===== src/design/vdr_pkg.sv =====
// Shared constants for the sliced-data and letterbox readback bank
package vdr_pkg;

  // Register subaddresses
  localparam logic [7:0] VDR_ADDR_FOUND       = 8'h90;
  localparam logic [7:0] VDR_ADDR_WIDE1       = 8'h91;
  localparam logic [7:0] VDR_ADDR_WIDE2       = 8'h92;
  localparam logic [7:0] VDR_ADDR_ENH1        = 8'h93;
  localparam logic [7:0] VDR_ADDR_ENH2        = 8'h94;
  localparam logic [7:0] VDR_ADDR_ENH3        = 8'h95;
  localparam logic [7:0] VDR_ADDR_COPY1       = 8'h96;
  localparam logic [7:0] VDR_ADDR_COPY2       = 8'h97;
  localparam logic [7:0] VDR_ADDR_COPY3       = 8'h98;
  localparam logic [7:0] VDR_ADDR_CAP1        = 8'h99;
  localparam logic [7:0] VDR_ADDR_CAP2        = 8'h9A;
  localparam logic [7:0] VDR_ADDR_LB_TOP      = 8'h9B;
  localparam logic [7:0] VDR_ADDR_LB_MID      = 8'h9C;
  localparam logic [7:0] VDR_ADDR_LB_BOT      = 8'h9D;

  // Status bit positions in the found register
  localparam int VDR_FOUND_WIDE_BIT = 0;
  localparam int VDR_FOUND_CAP_BIT  = 1;
  localparam int VDR_FOUND_ENH_BIT  = 2;
  localparam int VDR_FOUND_COPY_BIT = 3;

  // Payload widths of the sliced services
  localparam int VDR_WIDE_W = 14;
  localparam int VDR_ENH_W  = 20;
  localparam int VDR_COPY_W = 20;
  localparam int VDR_CAP_W  = 16;

  // Parity position inside a caption byte
  localparam int VDR_PARITY_BIT = 7;

  // Reserved bit of the third enhanced-definition byte
  localparam int VDR_ENH3_RSVD_BIT = 5;

  // Letterbox measurement
  localparam int         VDR_LINE_W     = 10;
  localparam logic [7:0] VDR_BLACK_LUMA = 8'h20;
  localparam logic [7:0] VDR_CNT_MAX    = 8'hFF;

  // Reset values
  localparam logic [7:0] VDR_BYTE_RST = 8'h00;

endpackage


===== src/design/vdr_line_if.sv =====
// Carrier from the line judge to the letterbox field logic
`timescale 1ns/1ps
`default_nettype none
interface vdr_line_if;
  logic line_done;   // One-cycle pulse, a line of active video has ended
  logic line_black;  // Valid with line_done, every pixel was at or below black
  logic field_done;  // One-cycle pulse, field ended, in the same cycle as its last line_done
  modport judge (output line_done, output line_black, output field_done);
  modport field (input line_done, input line_black, input field_done);
endinterface
`default_nettype wire


===== src/design/vdr_svc_capture.sv =====
// Capture of one sliced service payload and its detection flag
`timescale 1ns/1ps
`default_nettype none
module vdr_svc_capture
  import vdr_pkg::*;
#(
  parameter int W = 8
) (
  // Clock and reset
  input  wire logic         clk_sys_in,
  input  wire logic         rstn_in,
  // Slicer side
  input  wire logic         valid_in,
  input  wire logic [W-1:0] data_in,
  input  wire logic         field_start_in,
  // Bank side
  output logic      [W-1:0] data_out,
  output logic              found_out
);

  typedef struct packed {
    logic [W-1:0] data;
    logic         got;
    logic         found;
  } vdr_svc_state_t;

  vdr_svc_state_t state_reg;
  vdr_svc_state_t state_next;

  // Payload holds until the next decode; flag follows the last field
  always_comb begin
    state_next = state_reg;
    if (field_start_in) begin
      state_next.found = state_reg.got;
      state_next.got   = 1'b0;
    end
    // A decode in the boundary cycle wins over the field clear
    if (valid_in) begin
      state_next.data  = data_in;
      state_next.got   = 1'b1;
      state_next.found = 1'b1;
    end
  end

  // State register, cleared by reset
  always_ff @(posedge clk_sys_in or negedge rstn_in) begin
    if (!rstn_in) begin
      state_reg <= '0;
    end else begin
      state_reg <= state_next;
    end
  end

  assign data_out  = state_reg.data;
  assign found_out = state_reg.found;

endmodule // vdr_svc_capture
`default_nettype wire


===== src/design/vdr_line_judge.sv =====
// Per-line black detector working on the luma stream alone
`timescale 1ns/1ps
`default_nettype none
module vdr_line_judge
  import vdr_pkg::*;
(
  // Clock and reset
  input  wire logic       clk_sys_in,
  input  wire logic       rstn_in,
  // Video timing and pixels
  input  wire logic       pix_valid_in,
  input  wire logic [7:0] luma_in,
  input  wire logic       line_start_in,
  input  wire logic       field_start_in,
  input  wire logic       field_end_in,
  // Line verdicts
  vdr_line_if.judge       line_if
);

  typedef struct packed {
    logic in_field;
    logic seen;
    logic black;
    logic done;
    logic verdict;
    logic fdone;
  } vdr_judge_state_t;

  vdr_judge_state_t state_reg;
  vdr_judge_state_t state_next;

  // Close a line at the next line start or at field end
  always_comb begin
    state_next       = state_reg;
    state_next.done  = 1'b0;
    state_next.fdone = 1'b0;
    if (state_reg.in_field && state_reg.seen && (line_start_in || field_end_in)) begin
      state_next.done    = 1'b1;
      state_next.verdict = state_reg.black;
    end
    if (field_end_in && state_reg.in_field) begin
      state_next.fdone    = 1'b1;
      state_next.in_field = 1'b0;
    end
    if (field_start_in) begin
      state_next.in_field = 1'b1;
    end
    if (line_start_in || field_start_in) begin
      state_next.seen  = 1'b0;
      state_next.black = 1'b1;
    end
    if (pix_valid_in && state_next.in_field) begin
      state_next.seen = 1'b1;
      if (luma_in > VDR_BLACK_LUMA) begin
        state_next.black = 1'b0;
      end
    end
  end

  // State register, cleared by reset
  always_ff @(posedge clk_sys_in or negedge rstn_in) begin
    if (!rstn_in) begin
      state_reg <= '0;
    end else begin
      state_reg <= state_next;
    end
  end

  assign line_if.line_done  = state_reg.done;
  assign line_if.line_black = state_reg.verdict;
  assign line_if.field_done = state_reg.fdone;

endmodule // vdr_line_judge
`default_nettype wire


===== src/design/vdr_readback.sv =====
// Read-only bank of sliced VBI data and letterbox line counts
//
// What this block does
// - Wide-screen payload reads back in two byte registers, top two bits of the second read 0.
// - Enhanced-definition payload reads back in three bytes, bits 7 and 6 of the third read 0.
// - Bit 5 of the third enhanced-definition byte is reserved and carries no meaning.
// - The first caption byte register holds the caption parity bit in bit 7 above seven data bits.
// - The second caption byte register also holds its parity bit in bit 7.
// - The run of black lines at the top of active video is counted and read as 8 bits.
// - With subtitles present, black lines in the lower half of active video are counted and read.
// - The run of black lines at the bottom of active video is counted and read as 8 bits.
// - Each field is inspected at its start and its end and the counts are refreshed once per field.
// - Line counting uses picture content only, independent of any sliced signalling.
// - A status register shows wide-screen, caption, enhanced and copy detection in bits 0 to 3.
//
// Register map, all read-only; other subaddresses read 8'h00
// 8'h90  found flags: bit 0 wide, 1 caption, 2 enhanced, 3 copy
// 8'h91  wide-screen payload bits 7..0
// 8'h92  wide-screen payload bits 13..8, bits 7..6 read 0
// 8'h93  enhanced payload bits 7..0
// 8'h94  enhanced payload bits 15..8
// 8'h95  enhanced payload bits 19..16, bits 7..4 read 0
// 8'h96  copy payload bits 7..0
// 8'h97  copy payload bits 15..8
// 8'h98  copy payload bits 19..16, bits 7..4 read 0
// 8'h99  first caption byte as received, parity in bit 7
// 8'h9a  second caption byte as received, parity in bit 7
// 8'h9b  black lines above the picture
// 8'h9c  black lines in the lower half, 0 without subtitles
// 8'h9d  black lines below the picture
//
// Timing
// A read taken on one edge answers on the next: valid for one cycle,
// the byte standing until the next read; reads may run back to back.
// Counts of a field are published one cycle after its end strobe.
// Keep two cycles between a field end and the next field start: a
// start in the publish cycle drops the counts of the field just ended.
// Every input is taken as synchronous to the one core clock.
//
// Limitations
// Caption parity is passed through, never checked.
// Reserved and undefined bits read 0; counts stop at 255.
// Bytes of one payload are not frozen together, see the read mux.
// A field in which no line closed publishes zero counts.
// Found flags follow whole fields, see the capture module.
`timescale 1ns/1ps
`default_nettype none
module vdr_readback
  import vdr_pkg::*;
(
  // Clock and reset
  input  wire logic                  clk_sys_in,
  input  wire logic                  rstn_in,
  // Wide-screen slicer
  input  wire logic                  wide_valid_in,
  input  wire logic [VDR_WIDE_W-1:0] wide_data_in,
  // Enhanced-definition slicer
  input  wire logic                  enh_valid_in,
  input  wire logic [VDR_ENH_W-1:0]  enh_data_in,
  // Copy-management slicer
  input  wire logic                  copy_valid_in,
  input  wire logic [VDR_COPY_W-1:0] copy_data_in,
  // Caption slicer, two bytes as received, parity in bit 7 of each
  input  wire logic                  cap_valid_in,
  input  wire logic [VDR_CAP_W-1:0]  cap_data_in,
  // Active video
  input  wire logic                  pix_valid_in,
  input  wire logic [7:0]            luma_in,
  input  wire logic                  line_start_in,
  input  wire logic                  field_start_in,
  input  wire logic                  field_end_in,
  // Register read port, subaddressed
  input  wire logic                  reg_rd_in,
  input  wire logic [7:0]            reg_addr_in,
  output logic      [7:0]            reg_rdata_out,
  output logic                       reg_rvalid_out
);

  // Bank state. The open field's counters are never read by the host;
  // only the *_out copies are, so a read in mid-field sees the result
  // of the whole previous field and never a count still growing.
  typedef struct packed {
    logic [7:0]            rdata;
    logic                  rvalid;
    logic [VDR_LINE_W-1:0] line_cnt;
    logic [VDR_LINE_W-1:0] prev_total;
    logic [7:0]            top_cnt;
    logic                  top_done;
    logic [7:0]            bot_run;
    logic [7:0]            mid_cnt;
    logic                  low_black;
    logic                  subtitle;
    logic [7:0]            top_out;
    logic [7:0]            mid_out;
    logic [7:0]            bot_out;
  } vdr_bank_state_t;

  vdr_bank_state_t state_reg;
  vdr_bank_state_t state_next;

  vdr_line_if line_if ();

  logic [VDR_WIDE_W-1:0] wide_data;
  logic [VDR_ENH_W-1:0]  enh_data;
  logic [VDR_COPY_W-1:0] copy_data;
  logic [VDR_CAP_W-1:0]  cap_data;
  logic                  wide_found;
  logic                  enh_found;
  logic                  copy_found;
  logic                  cap_found;
  logic                  lower_half;

  // Saturating 8-bit line count, a tall black border must not wrap
  // to a small value and pass for a thin one
  function automatic logic [7:0] vdr_sat_inc(input logic [7:0] v);
    vdr_sat_inc = (v == VDR_CNT_MAX) ? v : v + 8'h01;
  endfunction

  // Each capture keeps the last payload of its service until a newer
  // one arrives, so a service that drops out still reads its old bytes;
  // the found flag tells the host whether the bytes are current.
  // One capture per sliced service
  vdr_svc_capture #(.W(VDR_WIDE_W)) u_wide (
    .clk_sys_in     (clk_sys_in),
    .rstn_in        (rstn_in),
    .valid_in       (wide_valid_in),
    .data_in        (wide_data_in),
    .field_start_in (field_start_in),
    .data_out       (wide_data),
    .found_out      (wide_found)
  );

  vdr_svc_capture #(.W(VDR_ENH_W)) u_enh (
    .clk_sys_in     (clk_sys_in),
    .rstn_in        (rstn_in),
    .valid_in       (enh_valid_in),
    .data_in        (enh_data_in),
    .field_start_in (field_start_in),
    .data_out       (enh_data),
    .found_out      (enh_found)
  );

  vdr_svc_capture #(.W(VDR_COPY_W)) u_copy (
    .clk_sys_in     (clk_sys_in),
    .rstn_in        (rstn_in),
    .valid_in       (copy_valid_in),
    .data_in        (copy_data_in),
    .field_start_in (field_start_in),
    .data_out       (copy_data),
    .found_out      (copy_found)
  );

  vdr_svc_capture #(.W(VDR_CAP_W)) u_cap (
    .clk_sys_in     (clk_sys_in),
    .rstn_in        (rstn_in),
    .valid_in       (cap_valid_in),
    .data_in        (cap_data_in),
    .field_start_in (field_start_in),
    .data_out       (cap_data),
    .found_out      (cap_found)
  );

  // The judge sees only pixels and timing, never the sliced payloads,
  // so the format can be inferred from the picture with no signalling
  // present at all.
  // Black-line verdict per line of active video
  vdr_line_judge u_judge (
    .clk_sys_in     (clk_sys_in),
    .rstn_in        (rstn_in),
    .pix_valid_in   (pix_valid_in),
    .luma_in        (luma_in),
    .line_start_in  (line_start_in),
    .field_start_in (field_start_in),
    .field_end_in   (field_end_in),
    .line_if        (line_if.judge)
  );

  // Lower half judged against the previous field's height, since the
  // present height is unknown until the field ends; the first field
  // after reset therefore has no lower half
  assign lower_half = (state_reg.prev_total != '0) &&
                      (state_reg.line_cnt >= (state_reg.prev_total >> 1));

  // Letterbox pass, once per field:
  // line_cnt numbers the closed lines of the field from zero;
  // top_cnt grows while every line so far was black, then freezes;
  // bot_run grows on black lines and restarts on a picture line, so
  // at field end it holds the trailing black run;
  // mid_cnt counts black lower-half lines and is published only when
  // a picture line followed one of them, taken to be a subtitle row.
  // A subtitle row that is itself dark enough to pass for black is
  // not told apart from the border; the threshold is a trade between
  // dim pictures read as black and grey borders read as picture.
  // Letterbox field logic
  always_comb begin
    state_next        = state_reg;
    // Valid pulses one cycle per taken read
    state_next.rvalid = 1'b0;
    if (field_start_in) begin
      state_next.line_cnt  = '0;
      state_next.top_cnt   = VDR_BYTE_RST;
      state_next.top_done  = 1'b0;
      state_next.bot_run   = VDR_BYTE_RST;
      state_next.mid_cnt   = VDR_BYTE_RST;
      state_next.low_black = 1'b0;
      state_next.subtitle  = 1'b0;
    end else if (line_if.line_done) begin
      // Line index stops at the top of its range
      if (state_reg.line_cnt != '1) begin
        state_next.line_cnt = state_reg.line_cnt + VDR_LINE_W'(1);
      end
      if (line_if.line_black) begin
        if (!state_reg.top_done) begin
          state_next.top_cnt = vdr_sat_inc(state_reg.top_cnt);
        end
        state_next.bot_run = vdr_sat_inc(state_reg.bot_run);
        if (lower_half) begin
          state_next.mid_cnt   = vdr_sat_inc(state_reg.mid_cnt);
          state_next.low_black = 1'b1;
        end
      end else begin
        // A picture line ends the top run and restarts the bottom run
        state_next.top_done = 1'b1;
        state_next.bot_run  = VDR_BYTE_RST;
        // picture below black band means subtitles
        if (lower_half && state_reg.low_black) begin
          state_next.subtitle = 1'b1;
        end
      end
    end
    if (line_if.field_done && !field_start_in) begin
      state_next.top_out    = state_next.top_cnt;
      state_next.bot_out    = state_next.bot_run;
      state_next.mid_out    = state_next.subtitle ? state_next.mid_cnt : VDR_BYTE_RST;
      state_next.prev_total = state_next.line_cnt;
    end
    // Bytes of one payload are not snapshotted: a decode that lands
    // between two byte reads gives a mix of old and new bytes, so a
    // host wanting a coherent word reads all its bytes within a field.
    // Register read, unmapped subaddresses return zero
    if (reg_rd_in) begin
      state_next.rvalid = 1'b1;
      unique case (reg_addr_in)
        VDR_ADDR_FOUND: begin
          state_next.rdata                     = VDR_BYTE_RST;
          state_next.rdata[VDR_FOUND_WIDE_BIT] = wide_found;
          state_next.rdata[VDR_FOUND_CAP_BIT]  = cap_found;
          state_next.rdata[VDR_FOUND_ENH_BIT]  = enh_found;
          state_next.rdata[VDR_FOUND_COPY_BIT] = copy_found;
        end
        VDR_ADDR_WIDE1: state_next.rdata = wide_data[7:0];
        VDR_ADDR_WIDE2: state_next.rdata = {2'b00, wide_data[13:8]};
        VDR_ADDR_ENH1:  state_next.rdata = enh_data[7:0];
        VDR_ADDR_ENH2:  state_next.rdata = enh_data[15:8];
        VDR_ADDR_ENH3: begin
          state_next.rdata                    = {4'h0, enh_data[19:16]};
          state_next.rdata[VDR_ENH3_RSVD_BIT] = 1'b0;
        end
        VDR_ADDR_COPY1: state_next.rdata = copy_data[7:0];
        VDR_ADDR_COPY2: state_next.rdata = copy_data[15:8];
        VDR_ADDR_COPY3: state_next.rdata = {4'h0, copy_data[19:16]};
        VDR_ADDR_CAP1:  state_next.rdata = {cap_data[VDR_PARITY_BIT], cap_data[6:0]};
        VDR_ADDR_CAP2:  state_next.rdata = {cap_data[8+VDR_PARITY_BIT], cap_data[14:8]};
        VDR_ADDR_LB_TOP: state_next.rdata = state_reg.top_out;
        VDR_ADDR_LB_MID: state_next.rdata = state_reg.mid_out;
        VDR_ADDR_LB_BOT: state_next.rdata = state_reg.bot_out;
        default:        state_next.rdata = VDR_BYTE_RST;
      endcase
    end
  end

  // State register; reset empties every count and the read answer, so
  // the whole bank reads 8'h00 until the first decode and field end
  always_ff @(posedge clk_sys_in or negedge rstn_in) begin
    if (!rstn_in) begin
      state_reg <= '0;
    end else begin
      state_reg <= state_next;
    end
  end

  // Outputs straight from the state flops
  // so the host never sees a glitch of the read mux
  assign reg_rdata_out  = state_reg.rdata;
  assign reg_rvalid_out = state_reg.rvalid;

endmodule // vdr_readback
`default_nettype wire


===== config.mk =====
export PLATFORM = sky130hd
export DESIGN_NAME = vdr_readback
export DESIGN_NICKNAME = d
export VERILOG_FILES = /design/src/design/vdr_pkg.sv /design/src/design/vdr_line_if.sv /design/src/design/vdr_svc_capture.sv /design/src/design/vdr_line_judge.sv /design/src/design/vdr_readback.sv
export SDC_FILE = /design/constraint.sdc
export NUM_CORES = 1
export LEC_CHECK = 0
export ABC_AREA = 1
export BUFFER_PORTS_ARGS = -buffer_cell sky130_fd_sc_hd__buf_4
export CORE_MARGIN = 2
export CORE_UTILIZATION = 30
export CTS_CLUSTER_SIZE = 30
export DETAILED_ROUTE_END_ITERATION = 12
export SYNTH_ARGS = -nofsm -noshare
export SYNTH_HDL_FRONTEND = slang
export SYNTH_SLANG_ARGS = --single-unit

===== constraint.sdc =====
create_clock -name clk_sys_in -period 2.3 [get_ports clk_sys_in]
set_input_delay 0.23 -clock clk_sys_in [delete_from_list [all_inputs] [get_ports clk_sys_in]]
set_output_delay 0.23 -clock clk_sys_in [all_outputs]
set_load 0.01 [all_outputs]

==> results of run 1 <==
routing by layer:
layer / global-route usage (%) / part of all wire [%] / routed length [um] / vias to the layer above
met1: 20.3 / 49 / 10200 / 3215
met5: 0 / 0 / 0 / -
li1: - / - / - / 3493
met3: 2.75 / 4.0 / 827 / 31
met2: 23.6 / 45 / 9350 / 160
met4: 5.76 / 2.5 / 515 / 0
through the flow:
stage / power, uW / area, um^2 / instances
finish: 6910 / 10200 / 1498
global route: 7260 / 10200 / 1498
CTS: 6980 / 10200 / 1498
global placement: 4110 / 9370 / 1444
floorplan: 3740 / 8230 / 1023
detailed placement: 4120 / 9370 / 1444
cells by family (layout without fill, tap and decap cells):
logic type               count (synthesis)  after routing  synth area share, %
buffers and inverters                  164            298                 8.24
AO/OA/AOI/OAI                          126            126                 8.83
multiplexers                             8              8                 1.09
flip-flops                             164            164                 49.9
XOR/XNOR                                10             10                 1.06
adder cells (fa/ha/maj)                 13             13                 1.98
AND/OR/NAND/NOR                        538            538                 28.9
final cells by class:
class | count | area [um^2]
multi-input cells | 695 | 3450
clock inverters | 15 | 161
clock buffers | 17 | 425
inverters | 126 | 473
repair buffers | 140 | 1130
fillers | 2777 | 16800
flip-flops and latches | 164 | 4100
well taps | 341 | 427
worst max-delay path, stage by stage (launching register included):
cell and delay, ns:
dfrtp_1 0.46, ha_1 0.33, nand2_1 0.08, nor2_2 0.16
nand3_2 0.11, nand3_4 0.15, nand3b_4 0.12, a21oi_4 0.20
nand3_1 0.11, nand2_1 0.07
path summary, 6_finish.rpt:
| kind | from | cells after the start | end |
|---|---|---|---|
| min in group asynchronous | rstn_in | 2 | u_enh.data_out[15] |
| setup / recovery | state_reg[69] | 9 | state_reg[12] |
| hold reg to reg | u_judge.state_reg[5] | 2 | u_judge.line_if.field_done |
| setup reg to reg | state_reg[69] | 9 | state_reg[12] |
| hold / removal | copy_data_in[10] | 3 | u_copy.data_out[10] |
| max in group asynchronous | rstn_in | 3 | u_copy.data_out[3] |
where the power goes:
| group | leakage, uW | switching [uW] | internal [uW] | total (uW) |
|---|---|---|---|---|
| clock | 0.000287 | 1360 | 1460 | 2820 |
| sequential | 0.00209 | 139 | 3090 | 3220 |
| combinational | 0.00272 | 513 | 352 | 865 |
Yosys cell counts (4+ instances only):
library cell | n | area share, %
dfrtp_1 | 164 | 50
o21ai_0 | 68 | 4.1
buf_4 | 11 | 1.0
o22ai_1 | 9 | 0.68
clkbuf_1 | 19 | 0.87
nand2_1 | 336 | 15
nor2_1 | 70 | 3.2
nor3_1 | 14 | 0.85
a21oi_1 | 13 | 0.79
nand3_2 | 8 | 0.97
mux2_2 | 8 | 1.1
ha_1 | 13 | 2.0
nand3_1 | 64 | 3.9
o21ai_1 | 12 | 0.73
nand2_2 | 5 | 0.38
nor2_2 | 7 | 0.53
inv_1 | 118 | 5.4
inv_2 | 7 | 0.32
o211ai_1 | 4 | 0.36
nand4_1 | 14 | 1.1
buf_2 | 5 | 0.30
o21ai_2 | 8 | 0.85
xor2_1 | 9 | 0.96
repair_timing:
action,in CTS,in global routing
endpoints found under the hold margin,64,0
hold buffers,22,0
resized for setup,0,0
setup endpoints to repair,0,0
==> results.sh, run 1 <==
export IMPL_critPathRequiredTime_ns=2.66
export IMPL_final_cell_mix="nand2_1, dfrtp_1, inv_1"
export IMPL_r2r_setup_slack_ns=0.44
export IMPL_syn_to_final_growth_pct=23.6
export IMPL_fin_skew_ns=0.0107
export IMPL_rsz0062_at_grt="false"
export IMPL_cts_buffers=17
export IMPL_power_density_nw_per_um2=680
export IMPL_endpoint_kind="register"
export IMPL_cap_viol_max_count=0
export IMPL_worstPathMaxFanout=8
export IMPL_first_pass_iters=8
export IMPL_grt_use_total_pct=14.9
export IMPL_async_reset_ff_share_pct=100
export IMPL_power_leakage_uw=0.00510
export IMPL_tns_ns=0
export IMPL_dp_slack_ns=0.461
export IMPL_layout_drive_gt1_share_pct=18.1
export IMPL_clk_pin_slew_ns=0.08
export IMPL_start_util_pct=30.5
export IMPL_synth_main_ff_cell="dfrtp_1"
export IMPL_num_rows=60
export IMPL_post_synth_inst_count=1023
export IMPL_clk_latency_ns=0.43
export IMPL_max_slew_margin_pct=63.9
export IMPL_antenna_found_initial=0
export IMPL_yosys_warnings=0
export IMPL_yosysSeqAreaShare_pct=49.9
export IMPL_cts_htree_levels=4
export IMPL_whs_ns=0.0114
export IMPL_vdd_drop_max_v=0.000478
export IMPL_die_x_um=170
export IMPL_overflow=0
export IMPL_setup_slack_ns=0.445
export IMPL_diodes=0
export IMPL_cp_arrival_ns=2.22
export IMPL_largest_register_ffs=71
export IMPL_outcome="finished clean"
export IMPL_routabilityCongestion=0.856
export IMPL_grt_pass1_wl_um=34100
export IMPL_postCtsSetupBuffers=0
export IMPL_hpwl_um=15700
export IMPL_final_common_cell="nand2_1"
export IMPL_vias_per_cell=4.61
export IMPL_ys_seq_elements=164
export IMPL_final_nets=1254
export IMPL_layout_min_cycle_time_ns=1.86
export IMPL_die_y_um=170
export IMPL_syn_nets=1133
export IMPL_dr_first_iter_drc_count=567
export IMPL_start_kind="register"
export IMPL_critical_path_class="reg -> reg"
export IMPL_dieArea_um2=28800
export IMPL_fin_util_pct=37.7
export IMPL_tritoncts="yes"
export IMPL_pin_count=106
export IMPL_final_hold_violation_count=0
export IMPL_detail_route_wl_per_cell_um=13.9
export IMPL_grt_pass1_vias=6782
export IMPL_drtAntennaViolNets=0
export IMPL_synth_distinct_cells=48
export IMPL_port_buffers=105
export IMPL_max_freq_mhz=539
export IMPL_worst_slew_pin_slew_ns=0.539
export IMPL_core_um2=27000
export IMPL_hp_class="in -> reg"
export IMPL_grt_max_degree=48
export IMPL_slew_viol_final=0
export IMPL_vias=6899
export IMPL_min_period_over_period_pct=80.7
export IMPL_syn_area_um2=8230
export IMPL_wl_um=20900
export IMPL_avgSynthCellArea_um2=8.04
export IMPL_synth_edf_count=0
export IMPL_route_detailed_drc=0
export IMPL_cts_buffer_depth=2
export IMPL_clock_sinks=164
export IMPL_setup_violations=0
export IMPL_clockRootBuffer="clkbuf_16"
(Power assumes the default switching activity.)
==> run 2, diff against run 1 <==
==> constraint.sdc (replaced) <==
create_clock -name clk_sys_in -period 1.55 [get_ports clk_sys_in]
set_input_delay 0.155 -clock clk_sys_in [delete_from_list [all_inputs] [get_ports clk_sys_in]]
set_output_delay 0.155 -clock clk_sys_in [all_outputs]
set_load 0.01 [all_outputs]
==> run 2 against run 1 <==
Net effect: clock power increased by 46%; design area up 16%; maximum frequency rose by 2.8%; sequential share of layout area fell by 5.5 points; largest power group unchanged; critical path type unchanged; sequential power up 48%; worst hold slack about the same; non-clock buffer count rose by 127; the flow now finishes with violations (setup timing).
==> results.sh, run 2 (synthesis gave the netlist of run 1 again) <==
export IMPL_critical_path_class="reg -> reg"
export IMPL_vias=7640
export IMPL_outcome="finished with violations"
export IMPL_crit_chain="ha_1 > nand2_1 > nor2_2 > nand3_2 > nand3_4 > nand3b_4 > a21oi_4 > nand3_2 > nand2_1"
export IMPL_first_pass_iters=5
export IMPL_start_util_pct=30.5
export IMPL_clock_sinks=164
export IMPL_cap_viol_max_count=0
export IMPL_power_density_nw_per_um2=902
export IMPL_slew_viol_final=0
export IMPL_clk_latency_ns=0.44
export IMPL_violations="setup timing"
export IMPL_num_rows=60
export IMPL_detail_route_wl_per_cell_um=14.4
export IMPL_cts_htree_levels=4
export IMPL_cpMaxStageDelayCell="dfrtp_1"
export IMPL_final_nets=1381
export IMPL_layout_min_cycle_time_ns=1.81
export IMPL_start_kind="register"
export IMPL_cp_arrival_ns=2.17
export IMPL_diodes=0
export IMPL_dr_first_iter_drc_count=581
export IMPL_final_common_cell="nand2_1"
export IMPL_stdcell_count=1625
export IMPL_pin_count=106
export IMPL_syn_to_final_growth_pct=43.3
export IMPL_port_buffers=105
export IMPL_tns_ns=-4.06
export IMPL_worstPathMaxFanout=8
export IMPL_rr_startpoint="state_reg[64]"
export IMPL_endpoint_kind="register"
export IMPL_clockRootBuffer="clkbuf_16"
export IMPL_rsz0062_at_grt="true"
export IMPL_overflow=0
export IMPL_die_x_um=170
export IMPL_min_from="line_start_in"
export IMPL_power_leakage_uw=0.00574
export IMPL_drtAntennaViolNets=0
export IMPL_wl_um=23400
export IMPL_worst_slew_pin_slew_ns=0.543
export IMPL_hold_path_depth=4
export IMPL_vdd_drop_max_v=0.000654
export IMPL_min_period_over_period_pct=116
export IMPL_final_hold_violation_count=0
export IMPL_vias_per_cell=4.70
export IMPL_max_stage_delay_ns=0.41
export IMPL_dp_cells=1506
export IMPL_fin_skew_ns=0.0146
export IMPL_critPathRequiredTime_ns=1.92
export IMPL_dieArea_um2=28800
export IMPL_tritoncts="yes"
export IMPL_max_freq_mhz=554
export IMPL_grt_pass1_wl_um=37700
export IMPL_whs_ns=0.0115
export IMPL_cts_buffers=17
export IMPL_route_detailed_drc=0
export IMPL_clk_pin_slew_ns=0.07
export IMPL_largest_register_ffs=71
export IMPL_r2r_setup_slack_ns=-0.26
export IMPL_worstReg2RegEnd="state_reg[13]"
export IMPL_whs_endpoint="u_judge.state_reg[4]"
export IMPL_hpwl_um=16300
export IMPL_max_slew_margin_pct=63.7
export IMPL_setup_slack_ns=-0.255
export IMPL_hp_class="in -> reg"
export IMPL_die_y_um=170
export IMPL_core_um2=27000
export IMPL_grt_pass1_vias=7667
export IMPL_setup_violations=36
export IMPL_layout_drive_gt1_share_pct=29.3
export IMPL_grt_max_degree=62
export IMPL_cts_buffer_depth=2
export IMPL_grt_use_total_pct=16.5
export IMPL_startpoint="state_reg[64]"
export IMPL_final_cell_mix="nand2_1, buf_4, dfrtp_1"
export IMPL_finalPower_uw=10600
export IMPL_antenna_found_initial=0
export IMPL_r2r_cells=9
export IMPL_routabilityCongestion=0.830
==> run 2: layout make-up <==
class,count,area [um^2]
Clock buffer,18,429
Multi-Input combinational cell,695,3960
Timing Repair Buffer,267,2250
Tap cell,341,427
Inverter,126,480
Clock inverter,14,138
Sequential cell,164,4110
Fill cell,2645,15200
==> run 2: worst max-delay path by stage <==
stage / endpoint / slack [ns] / depth (start not counted)
CTS: state_reg[15] / -0.17 / 14
detailed placement: state_reg[29] / -0.19 / 10
global placement: state_reg[29] / -0.14 / 10
floorplan: state_reg[28] / -0.09 / 11
finish: state_reg[13] / -0.26 / 9
global route: state_reg[13] / -0.38 / 12
==> run 2: critical path: cells and delay by family, from the launching register on <==
| kind | cells | cell delay, ns |
|---|---|---|
| flip-flops | 1 | 0.41 |
| AO/OA/AOI/OAI | 1 | 0.23 |
| AND/OR/NAND/NOR | 7 | 0.78 |
| adder cells (fa/ha/maj) | 1 | 0.31 |
==> run 2: metal layers <==
layer	wire [um]	vias up	track usage, %
met5	0	-	0
met4	626	0	5.87
met3	927	51	2.99
met2	11200	207	27.6
met1	10600	3640	21.5
li1	-	3742	-
==> run 2: through the flow <==
step / utilization (%) / cell area (um^2) / worst slack (ns)
finish: 43.8 / 11800 / -0.255
global route: 43.8 / 11800 / -0.382
CTS: 42.3 / 11400 / -0.167
detailed placement: 36.7 / 9890 / -0.193
global placement: 36.7 / 9890 / -0.143
floorplan: - / 8270 / -0.0878
==> run 2: power breakdown <==
part / total, uW / switching, uW / internal (uW)
clock: 4110 / 1970 / 2130
combinational: 1780 / 964 / 811
sequential: 4770 / 185 / 4580
total: 10600 / 3120 / 7520
==> run 2: repair_timing <==
action | in CTS | in global routing
pin swaps | 27 | 45
endpoints found under the setup margin | 52 | 64
setup buffers | 5 | 12
hold buffers | 74 | 0
gates resized for setup | 47 | 82
hold endpoints to repair | 245 | 0
==> run 3, diff against run 2 <==
--- a/config.mk
+++ b/config.mk
@@ -7,6 +7,7 @@
 export LEC_CHECK = 0
 export ABC_AREA = 1
 export BUFFER_PORTS_ARGS = -buffer_cell sky130_fd_sc_hd__buf_4
+export CORE_ASPECT_RATIO = 0.9
 export CORE_MARGIN = 2
 export CORE_UTILIZATION = 30
 export CTS_CLUSTER_SIZE = 30
==> run 3 against run 2 <==
Net effect: design area increased by 1.8%; register-to-register slack improved by 0.03 ns; global-route usage down 0.11 points; the flow still finishes with violations (setup timing); cell count rose by 1.4%; total power is 3.5% higher; die area about the same; core utilization increased by 0.76 points; non-clock buffer count rose by 10; clock-buffer cell count fell by 1; critical path depth stayed put; clock skew decreased by 0.0019 ns; highest routed layer unchanged; first-iteration DRC count decreased by 19%.
==> results.sh, run 3 (synthesis gave the netlist of run 1 again) <==
export IMPL_intPower_uw=7810
export IMPL_startpoint="state_reg[69]"
export IMPL_pin_count=106
export IMPL_power_density_nw_per_um2=918
export IMPL_dp_slack_ns=-0.188
export IMPL_vias=7542
export IMPL_largest_register_ffs=71
export IMPL_critPathRequiredTime_ns=1.91
export IMPL_rr_startpoint="state_reg[69]"
export IMPL_core_um2=27000
export IMPL_switching_share_pct=29.1
export IMPL_violations="setup timing"
export IMPL_setup_violations=37
export IMPL_diodes=0
export IMPL_port_buffers=105
export IMPL_final_cell_mix="nand2_1, buf_4, dfrtp_1"
export IMPL_whs_endpoint="u_judge.state_reg[3]"
export IMPL_final_hold_violation_count=0
export IMPL_worstPathMaxFanout=8
export IMPL_switchingPower_uw=3210
export IMPL_cts_htree_levels=4
export IMPL_route_detailed_drc=0
export IMPL_clockRootBuffer="clkbuf_16"
export IMPL_die_x_um=179
export IMPL_overflow=0
export IMPL_hp_class="in -> reg"
export IMPL_tritoncts="yes"
export IMPL_clk_latency_ns=0.44
export IMPL_max_freq_mhz=562
export IMPL_critical_path_class="reg -> reg"
export IMPL_cp_arrival_ns=2.14
export IMPL_cts_buffer_depth=2
export IMPL_rsz0062_at_grt="true"
export IMPL_grt_pass1_wl_um=37500
export IMPL_drtAntennaViolNets=0
export IMPL_r2r_setup_slack_ns=-0.23
export IMPL_num_rows=57
export IMPL_die_y_um=161
export IMPL_dieArea_um2=28800
export IMPL_endpoint_kind="register"
export IMPL_fin_skew_ns=0.0127
export IMPL_grt_use_total_pct=16.4
export IMPL_routabilityCongestion=0.828
export IMPL_wl_um=22900
export IMPL_start_util_pct=30.5
export IMPL_dp_cells=1526
export IMPL_final_nets=1391
export IMPL_worstReg2RegEnd="state_reg[12]"
export IMPL_min_period_over_period_pct=115
export IMPL_final_common_cell="nand2_1"
export IMPL_antenna_found_initial=0
export IMPL_hold_path_depth=4
export IMPL_path_buf_inv=0
export IMPL_first_pass_iters=7
export IMPL_cap_viol_max_count=0
export IMPL_vias_per_cell=4.58
export IMPL_vdd_drop_max_v=0.000630
export IMPL_worst_slew_pin_slew_ns=0.564
export IMPL_crit_family="simple AND/OR/NAND/NOR gates"
export IMPL_grt_pass1_vias=7498
export IMPL_layout_drive_gt1_share_pct=30.4
export IMPL_max_slew_margin_pct=62.3
export IMPL_setup_slack_ns=-0.229
export IMPL_max_stage_delay_ns=0.42
export IMPL_slew_viol_final=0
export IMPL_fin_util_pct=44.5
export IMPL_cpMaxStageDelayCell="dfrtp_2"
export IMPL_power_leakage_uw=0.00583
export IMPL_syn_to_final_growth_pct=45.9
export IMPL_p_seq_share_pct=43.1
export IMPL_detail_route_wl_per_cell_um=13.9
export IMPL_r2r_cells=9
export IMPL_power_frac_clock_pct=40.0
export IMPL_min_from="luma_in[7]"
export IMPL_clock_sinks=164
export IMPL_grt_max_degree=55
export IMPL_crit_chain="ha_4 > nand2_4 > nor2_4 > nand3_2 > nand3_4 > nand3b_4 > a21oi_4 > nand3_1 > nand2_1"
export IMPL_cts_buffers=17
export IMPL_pwr_share_comb_pct=16.9
export IMPL_start_kind="register"
export IMPL_hpwl_um=16300
export IMPL_clk_pin_slew_ns=0.07
export IMPL_layout_min_cycle_time_ns=1.78
export IMPL_outcome="finished with violations"
export IMPL_stdcell_count=1648
export IMPL_dr_first_iter_drc_count=469
==> run 3: cell types whose count changed in the layout (fill, tap and decap cells not counted), moves of 3 or more <==
cell,previous run,this run
o21ai_0,56,51
nand2_2,23,19
buf_6,4,8
o21ai_1,17,23
clkinv_8,1,5
clkinvlp_4,4,1
nor2_1,62,59
buf_4,185,191
nand2_4,9,12
==> run 3: routing by layer <==
metal  vias up  GRT usage [%]  share of wire (%)
met5         -              0                  0
met4         0           3.70                1.1
met3        22           2.92                4.1
met2       150           26.7                 48
met1      3617           22.8                 47
li1       3753              -                  -
==> run 3: final cells by class <==
class	count	area [um^2]
clock buffers	17	425
multi-input cells	695	4010
inverters	126	479
repair buffers	277	2330
flip-flops and latches	164	4110
clock inverters	15	208
fillers	2637	15000
well taps	354	443
==> run 3: power groups by stage <==
stage	combinational (uW)	sequential (uW)	clock [uW]
2_1_floorplan	778	4800	0
3_3_place_gp	1450	4810	0
3_5_place_dp	1470	4820	0
4_1_cts	1710	4740	4510
5_1_grt	2060	4790	4690
6_report	1860	4750	4410
==> run 3: worst min-delay path, stage by stage <==
cell      delay [ns]
buf_4           0.08
a211oi_1        0.03
o22ai_1         0.10
inv_1           0.05
==> run 3: metrics by stage <==
stage / TNS [ns] / total power, uW / hold WS, ns / instance area, um^2
CTS: -2.66 / 11000 / 0.0169 / 11500
global route: -8.17 / 11500 / 0.0239 / 12000
global placement: -3.00 / 6260 / 0.0770 / 9950
floorplan: -0.870 / 5580 / -0.141 / 8270
finish: -3.61 / 11000 / 0.0290 / 12000
detailed placement: -4.33 / 6290 / 0.0800 / 9950
==> run 3: repair_timing <==
| action | CTS | global route |
|---|---|---|
| hold buffers | 75 | 0 |
| endpoints found under the setup margin | 50 | 62 |
| endpoints found under the hold margin | 114 | 0 |
| pin swaps | 18 | 58 |
| gates resized for setup | 43 | 101 |
| buffers inserted | 5 | 12 |
==> run 3: worst max path at each step <==
stage          slack, ns             to  cells past startpoint
4_1_cts            -0.20  state_reg[11]                     11
5_1_grt            -0.31  state_reg[10]                     12
3_5_place_dp       -0.19  state_reg[13]                      9
6_report           -0.23  state_reg[12]                      9
3_3_place_gp       -0.16  state_reg[10]                     12
2_1_floorplan      -0.09  state_reg[28]                     11
